## src/logic/ipsc_cfg.svh

```systemverilog
/*
  Offsets, field positions and reset values of the interrupt pending and
  under-service flag block. Assumes a 32-bit Avalon-MM slave with byte
  addresses, one register per aligned word.
*/
`ifndef IPSC_CFG_SVH
`define IPSC_CFG_SVH

// register byte offsets
`define IPSC_FLAG_CONTROL_OFS  4'h0
`define IPSC_IRQ_STATUS_OFS    4'h4
`define IPSC_IRQ_ENABLE_OFS    4'h8
`define IPSC_IRQ_CLEAR_OFS     4'hc

// field positions of interrupt_flag_control
`define IPSC_US_OP_HI          15
`define IPSC_US_OP_LO          14
`define IPSC_US_SEL_HI         13
`define IPSC_US_SEL_LO         8
`define IPSC_PEND_OP_HI        7
`define IPSC_PEND_OP_LO        6
`define IPSC_PEND_SEL_HI       5
`define IPSC_PEND_SEL_LO       0

// reset values
`define IPSC_FLAGS_RST         6'h00
`define IPSC_IRQ_RST           6'h00
`define IPSC_RDATA_RST         32'h0000_0000

`endif

```

## src/logic/ipsc_pkg.sv

```systemverilog
/*
  Types of the interrupt pending and under-service flag block.
  Assumes nothing of its surroundings.
*/
package ipsc_pkg;

  // operation code in bits 15..14 of a flag control write
  typedef enum logic [1:0] {
    US_NOP0  = 2'b00,
    US_NOP1  = 2'b01,
    US_CLEAR = 2'b10,
    US_SET   = 2'b11
  } under_service_operation_t;

  // operation code in bits 7..6 of a flag control write
  typedef enum logic [1:0] {
    PEND_NOP       = 2'b00,
    PEND_CLEAR_ALL = 2'b01,
    PEND_CLEAR     = 2'b10,
    PEND_SET       = 2'b11
  } pending_operation_t;

  // one bit per source, bit order as in the flag register
  typedef logic [5:0] source_vec_t;

endpackage

```

## src/logic/interrupt_pending_service_ctrl.sv

```systemverilog
/*
  Interrupt pending and under-service flags for six sources (receive
  status, receive data, transmit status, transmit data, I/O pin and
  miscellaneous), reached over an Avalon-MM slave with waitrequest, plus
  a sticky event status, enable and clear register feeding one level
  interrupt. Assumes source events come from logic on ref_clk.
*/
`timescale 1ns/1ns
`default_nettype none
`include "ipsc_cfg.svh"

module interrupt_pending_service_ctrl
  import ipsc_pkg::*;
#(
  parameter int NUM_SOURCES = 6
) (
  // clock and reset
  input  wire logic                   ref_clk,
  input  wire logic                   rst_n,
  // avalon-mm slave
  input  wire logic [3:0]             address,
  input  wire logic                   read,
  input  wire logic                   write,
  input  wire logic [31:0]            writedata,
  input  wire logic [3:0]             byteenable,
  output logic      [31:0]            readdata,
  output logic                        waitrequest,
  // interrupt sources, one-cycle pulses
  input  wire logic [NUM_SOURCES-1:0] source_event,
  // flag state
  output logic      [NUM_SOURCES-1:0] pending_flag,
  output logic      [NUM_SOURCES-1:0] under_service_flag,
  // interrupt
  output logic                        irq
);

  ////////////////////////////////////////////////////////////////////////
  // bus handshake: one wait cycle, answer on the second edge

  logic        ack;
  logic        next_ack;
  logic [31:0] next_readdata;
  logic        access;
  logic        wr_take;

  logic [NUM_SOURCES-1:0] irq_status;
  logic [NUM_SOURCES-1:0] irq_enable;

  assign access      = read | write;
  assign waitrequest = access & ~ack;
  assign wr_take     = write & ack;

  always_comb begin
    next_ack      = access & ~ack;
    next_readdata = readdata;
    if (read && !ack) begin
      next_readdata = `IPSC_RDATA_RST;
      unique case (address)
        `IPSC_FLAG_CONTROL_OFS: begin
          // op fields read as zero
          next_readdata[`IPSC_US_SEL_HI:`IPSC_US_SEL_LO] =
            under_service_flag;
          next_readdata[`IPSC_PEND_SEL_HI:`IPSC_PEND_SEL_LO] =
            pending_flag;
        end
        `IPSC_IRQ_STATUS_OFS: begin
          next_readdata[NUM_SOURCES-1:0] = irq_status;
        end
        `IPSC_IRQ_ENABLE_OFS: begin
          next_readdata[NUM_SOURCES-1:0] = irq_enable;
        end
        default: begin
          next_readdata = `IPSC_RDATA_RST;
        end
      endcase
    end
  end

  always_ff @(posedge ref_clk) begin
    if (!rst_n) begin
      ack      <= 1'b0;
      readdata <= `IPSC_RDATA_RST;
    end else begin
      ack      <= next_ack;
      readdata <= next_readdata;
    end
  end

  ////////////////////////////////////////////////////////////////////////
  // flag control write decode

  logic                     ctl_wr_lo;
  logic                     ctl_wr_hi;
  under_service_operation_t us_op;
  pending_operation_t       pend_op;
  source_vec_t              us_sel;
  source_vec_t              pend_sel;
  logic [NUM_SOURCES-1:0]   us_set;
  logic [NUM_SOURCES-1:0]   us_clr;
  logic [NUM_SOURCES-1:0]   pend_set;
  logic [NUM_SOURCES-1:0]   pend_clr;

  assign ctl_wr_lo = wr_take && (address == `IPSC_FLAG_CONTROL_OFS) &&
                     byteenable[0];
  assign ctl_wr_hi = wr_take && (address == `IPSC_FLAG_CONTROL_OFS) &&
                     byteenable[1];
  assign us_op     = under_service_operation_t'(
                       writedata[`IPSC_US_OP_HI:`IPSC_US_OP_LO]);
  assign pend_op   = pending_operation_t'(
                       writedata[`IPSC_PEND_OP_HI:`IPSC_PEND_OP_LO]);
  assign us_sel    = writedata[`IPSC_US_SEL_HI:`IPSC_US_SEL_LO];
  assign pend_sel  = writedata[`IPSC_PEND_SEL_HI:`IPSC_PEND_SEL_LO];

  always_comb begin
    us_set   = '0;
    us_clr   = '0;
    pend_set = '0;
    pend_clr = '0;
    // op code acts only in the write that carries it
    if (ctl_wr_hi) begin
      unique case (us_op)
        US_NOP0,
        US_NOP1: begin
          us_set = '0;
        end
        US_CLEAR: begin
          us_clr = us_sel;
        end
        US_SET: begin
          us_set = us_sel;
        end
      endcase
    end
    if (ctl_wr_lo) begin
      unique case (pend_op)
        PEND_NOP: begin
          pend_set = '0;
        end
        PEND_CLEAR_ALL: begin
          pend_clr = pend_sel;
          us_clr   = us_clr | pend_sel;
        end
        PEND_CLEAR: begin
          pend_clr = pend_sel;
        end
        PEND_SET: begin
          pend_set = pend_sel;
        end
      endcase
    end
  end

  ////////////////////////////////////////////////////////////////////////
  // pending and under-service flags

  logic [NUM_SOURCES-1:0] next_pending_flag;
  logic [NUM_SOURCES-1:0] next_under_service_flag;

  always_comb begin
    // a source event or a set beats a clear in the same cycle
    next_pending_flag = (pending_flag & ~pend_clr) | pend_set |
                        source_event;
    next_under_service_flag = (under_service_flag & ~us_clr) |
                              us_set;
  end

  always_ff @(posedge ref_clk) begin
    if (!rst_n) begin
      pending_flag       <= `IPSC_FLAGS_RST;
      under_service_flag <= `IPSC_FLAGS_RST;
    end else begin
      pending_flag       <= next_pending_flag;
      under_service_flag <= next_under_service_flag;
    end
  end

  ////////////////////////////////////////////////////////////////////////
  // sticky event status, enable, write-one-to-clear, level interrupt

  logic [NUM_SOURCES-1:0] next_irq_status;
  logic [NUM_SOURCES-1:0] next_irq_enable;
  logic [NUM_SOURCES-1:0] irq_clr;
  logic                   next_irq;

  always_comb begin
    irq_clr         = '0;
    next_irq_enable = irq_enable;
    if (wr_take && byteenable[0]) begin
      if (address == `IPSC_IRQ_CLEAR_OFS) begin
        irq_clr = writedata[NUM_SOURCES-1:0];
      end
      if (address == `IPSC_IRQ_ENABLE_OFS) begin
        next_irq_enable = writedata[NUM_SOURCES-1:0];
      end
    end
    next_irq_status = (irq_status & ~irq_clr) | source_event;
    next_irq        = |(next_irq_status & next_irq_enable);
  end

  always_ff @(posedge ref_clk) begin
    if (!rst_n) begin
      irq_status <= `IPSC_IRQ_RST;
      irq_enable <= `IPSC_IRQ_RST;
      irq        <= 1'b0;
    end else begin
      irq_status <= next_irq_status;
      irq_enable <= next_irq_enable;
      irq        <= next_irq;
    end
  end

endmodule
`default_nettype wire

```

## config.mk

```make
export PLATFORM = sky130hd
export DESIGN_NAME = interrupt_pending_service_ctrl
export DESIGN_NICKNAME = d
export VERILOG_FILES = /design/src/logic/ipsc_pkg.sv /design/src/logic/interrupt_pending_service_ctrl.sv
export VERILOG_INCLUDE_DIRS = /design/src /design/src/logic
export SDC_FILE = /design/constraint.sdc
export NUM_CORES = 1
export LEC_CHECK = 0
export CAP_MARGIN = 20
export CELL_PAD_IN_SITES_DETAIL_PLACEMENT = 0
export CELL_PAD_IN_SITES_GLOBAL_PLACEMENT = 1
export CORE_MARGIN = 2
export CORE_UTILIZATION = 30
export CTS_BUF_LIST = sky130_fd_sc_hd__clkbuf_8 sky130_fd_sc_hd__clkbuf_16
export CTS_CLUSTER_SIZE = 30
export DETAILED_ROUTE_END_ITERATION = 6
export DONT_BUFFER_PORTS = 1
export GPL_TIMING_DRIVEN = 0
export HOLD_SLACK_MARGIN = 0.06
export PLACE_DENSITY = 0.57
export REMOVE_ABC_BUFFERS = 1
export SETUP_SLACK_MARGIN = 0.15
export SLEW_MARGIN = 40
export SYNTH_ARGS = -nofsm -noshare
export SYNTH_HDL_FRONTEND = slang
export SYNTH_SLANG_ARGS = --single-unit
```

## constraint.sdc

```tcl
create_clock -name ref_clk -period 2.1 [get_ports ref_clk]
set_input_delay 0.42 -clock ref_clk [delete_from_list [all_inputs] [get_ports ref_clk]]
set_output_delay 0.42 -clock ref_clk [all_outputs]
set_load 0.02 [all_outputs]
```

==> impl_metrics.env <==
export IMPL_drc=0
export IMPL_cts_max_level=2
export IMPL_drive_gt1_frac=0.0698
export IMPL_setup_viol=0
export IMPL_hp_class="in2reg"
export IMPL_start_util=0.311
export IMPL_postCtsSetupBuffers=0
export IMPL_synth_area_sq_um=1990
export IMPL_fp_dieW_microns=85.4
export IMPL_seq_area_frac_synth=0.383
export IMPL_cpPeakStageDelay_ps=380
export IMPL_finalHoldViolCount=0
export IMPL_finalPower_mw=1.36
export IMPL_worstMarginPinSlew_ps=690
export IMPL_worstPathArrival_ps=1920
export IMPL_synth_top_cell_by_area="dfxtp_1"
export IMPL_wirelength_microns=5280
export IMPL_async_flop_share=0
export IMPL_fin_nets=267
export IMPL_fin_cells=292
export IMPL_cp_data_required_time_ps=2280
export IMPL_synth_most_common_cell="dfxtp_1"
export IMPL_setup_tns_ps=0
export IMPL_yosys_top_cells_count="dfxtp_1 (38), nand2_1 (25), buf_4 (22)"
export IMPL_drv_slew=0
export IMPL_ant_nets=0
export IMPL_rsz0062_at_grt="false"
export IMPL_grt_pass1_wl_microns=8330
export IMPL_fp_dieH_microns=85.4
export IMPL_outcome="completed"
export IMPL_root_buffer="clkbuf_8"
export IMPL_dieArea_sq_um=7290
export IMPL_end_kind="flop"
export IMPL_path_cells="and3_4 > nand3_4 > mux2i_1 > o22ai_1 > o31a_1"
export IMPL_leakage_nw=0.731
export IMPL_grt_usage=0.150
export IMPL_synth_cell_types=36
export IMPL_criticalPathCategory="reg2reg"
export IMPL_dr_pass1_iters=4
export IMPL_synth_top_area_frac=0.383
export IMPL_synth_area_leaders="dfxtp_1 (38%), buf_4 (8.3%), mux2i_1 (6.0%), nand2_1 (4.7%), nand3_1 (4.5%)"
export IMPL_hold_buffers=0
export IMPL_slew_headroom=0.538
export IMPL_slowest_stage="dfxtp_1"
export IMPL_design_core_area_sq_um=6390
export IMPL_clkLatencyLatePin_ps=290
export IMPL_viasPerCell=4.99
export IMPL_cts_buffers=5
export IMPL_grt_pass1_vias=1473
export IMPL_num_rows=29
export IMPL_ir_drop_uv=243
export IMPL_yosys_warnings=0
export IMPL_crit_fanout=19
export IMPL_dpl_cell_count=285
export IMPL_vias=1458
export IMPL_grt_start_max_net_pins=39
export IMPL_clk_path_buf_depth=2
export IMPL_synth_edf_count=0
export IMPL_synthCells=220
export IMPL_drv_cap=0
export IMPL_clock_fmax_mhz=575
export IMPL_n_antenna_cell=0
export IMPL_synth_ff_type="dfxtp_1"
export IMPL_cp_start_kind="flop"
export IMPL_first_iter_violations=49
export IMPL_grt_overflow=0
export IMPL_wire_per_inst_microns=18.1
export IMPL_period_minus_slack_ps=1740
export IMPL_globalplace_congestion=0.714
export IMPL_area_growth_pct=2.02
export IMPL_avgSynthCellArea_sq_um=9.03
export IMPL_numClockSinks=38
export IMPL_portBuffers=0
export IMPL_io_pins=96
export IMPL_post_route_period_util=0.828
export IMPL_cts_tree="yes"
export IMPL_path_clk_slew_ps=70
export IMPL_hpwl_microns=3860
export IMPL_finalClockSkew_ps=3.19
export IMPL_ys_ff_latch=38
export IMPL_antenna_found_initial=0
export IMPL_cts_repair_resized=1
export IMPL_r2r_slack_ps=360
export IMPL_p_per_area_nw_per_um2=669
==> final timing paths <==
| check | start | end | cells after the start |
|---|---|---|---|
| worst max-delay path | ack | irq | 5 |
| worst min-delay path | rst_n | irq_enable[3] | 1 |
| worst max register to register | ack | irq | 5 |
| worst min register to register | irq_status[4] | irq_status[4] | 2 |
==> power by group <==
group	total [mW]	leakage (nW)	switching [mW]	internal, mW
clock	0.469	0.0466	0.250	0.219
sequential	0.767	0.310	0.0271	0.740
combinational	0.119	0.374	0.0768	0.0421
total	1.36	0.731	0.354	1.00
==> routing by layer <==
| layer | global-route usage | routed length, microns |
|---|---|---|
| met5 | 0 | 0 |
| met4 | 0.0476 | 75 |
| met2 | 0.245 | 2500 |
| met1 | 0.181 | 2250 |
| met3 | 0.0584 | 454 |
==> placed cells by master, fill, tap and decap left out, types with 12 or more instances in the layout <==
master / Yosys / routed
nand3_1: 18 / 18
nand2_1: 25 / 25
o21ai_0: 12 / 12
mux2i_1: 12 / 12
nor2b_1: 13 / 13
conb_1: 1 / 20
dfxtp_1: 38 / 38
a21boi_1: 12 / 12
==> layout make-up <==
type                    instances  area, sq um
clock inverters                 2         7.51
multi-input cells             169         1090
well taps                      77         96.3
flip-flops and latches         38          761
inverters                       1         3.75
clock buffers                   5         68.8
fillers                       668         4360
==> sequential cells by signal (all words and copies together), names as in the netlist <==
register            flops
ack                     1
pending_flag            6
readdata               12
irq                     1
irq_enable              6
under_service_flag      6
irq_status              6
==> cells by family after synthesis <==
family	count (synthesis)	synth area share
AO/OA/AOI/OAI	59	0.209
adder cells (fa/ha/maj)	2	0.0126
buffers and inverters	32	0.107
flip-flops	38	0.383
multiplexers	12	0.0605
other	1	0.00189
AND/OR/NAND/NOR	76	0.226
==> critical path: cells and delay by family, from the launching register on <==
family / cells / cell delay, ps
AOI/OAI and AO/OA: 2 / 430
DFF: 1 / 380
muxes: 1 / 250
and+or+nand+nor: 2 / 560
==> stage by stage <==
step	util	worst slack, ps	hold slack [ps]	area (sq um)
floorplan	-	326	488	1850
detailed placement	0.304	-109	520	1940
global route	0.317	245	248	2030
global placement	0.304	-112	526	1940
CTS	0.317	215	247	2020
finish	0.317	361	270	2030
Power figures use the tool's default switching activity.
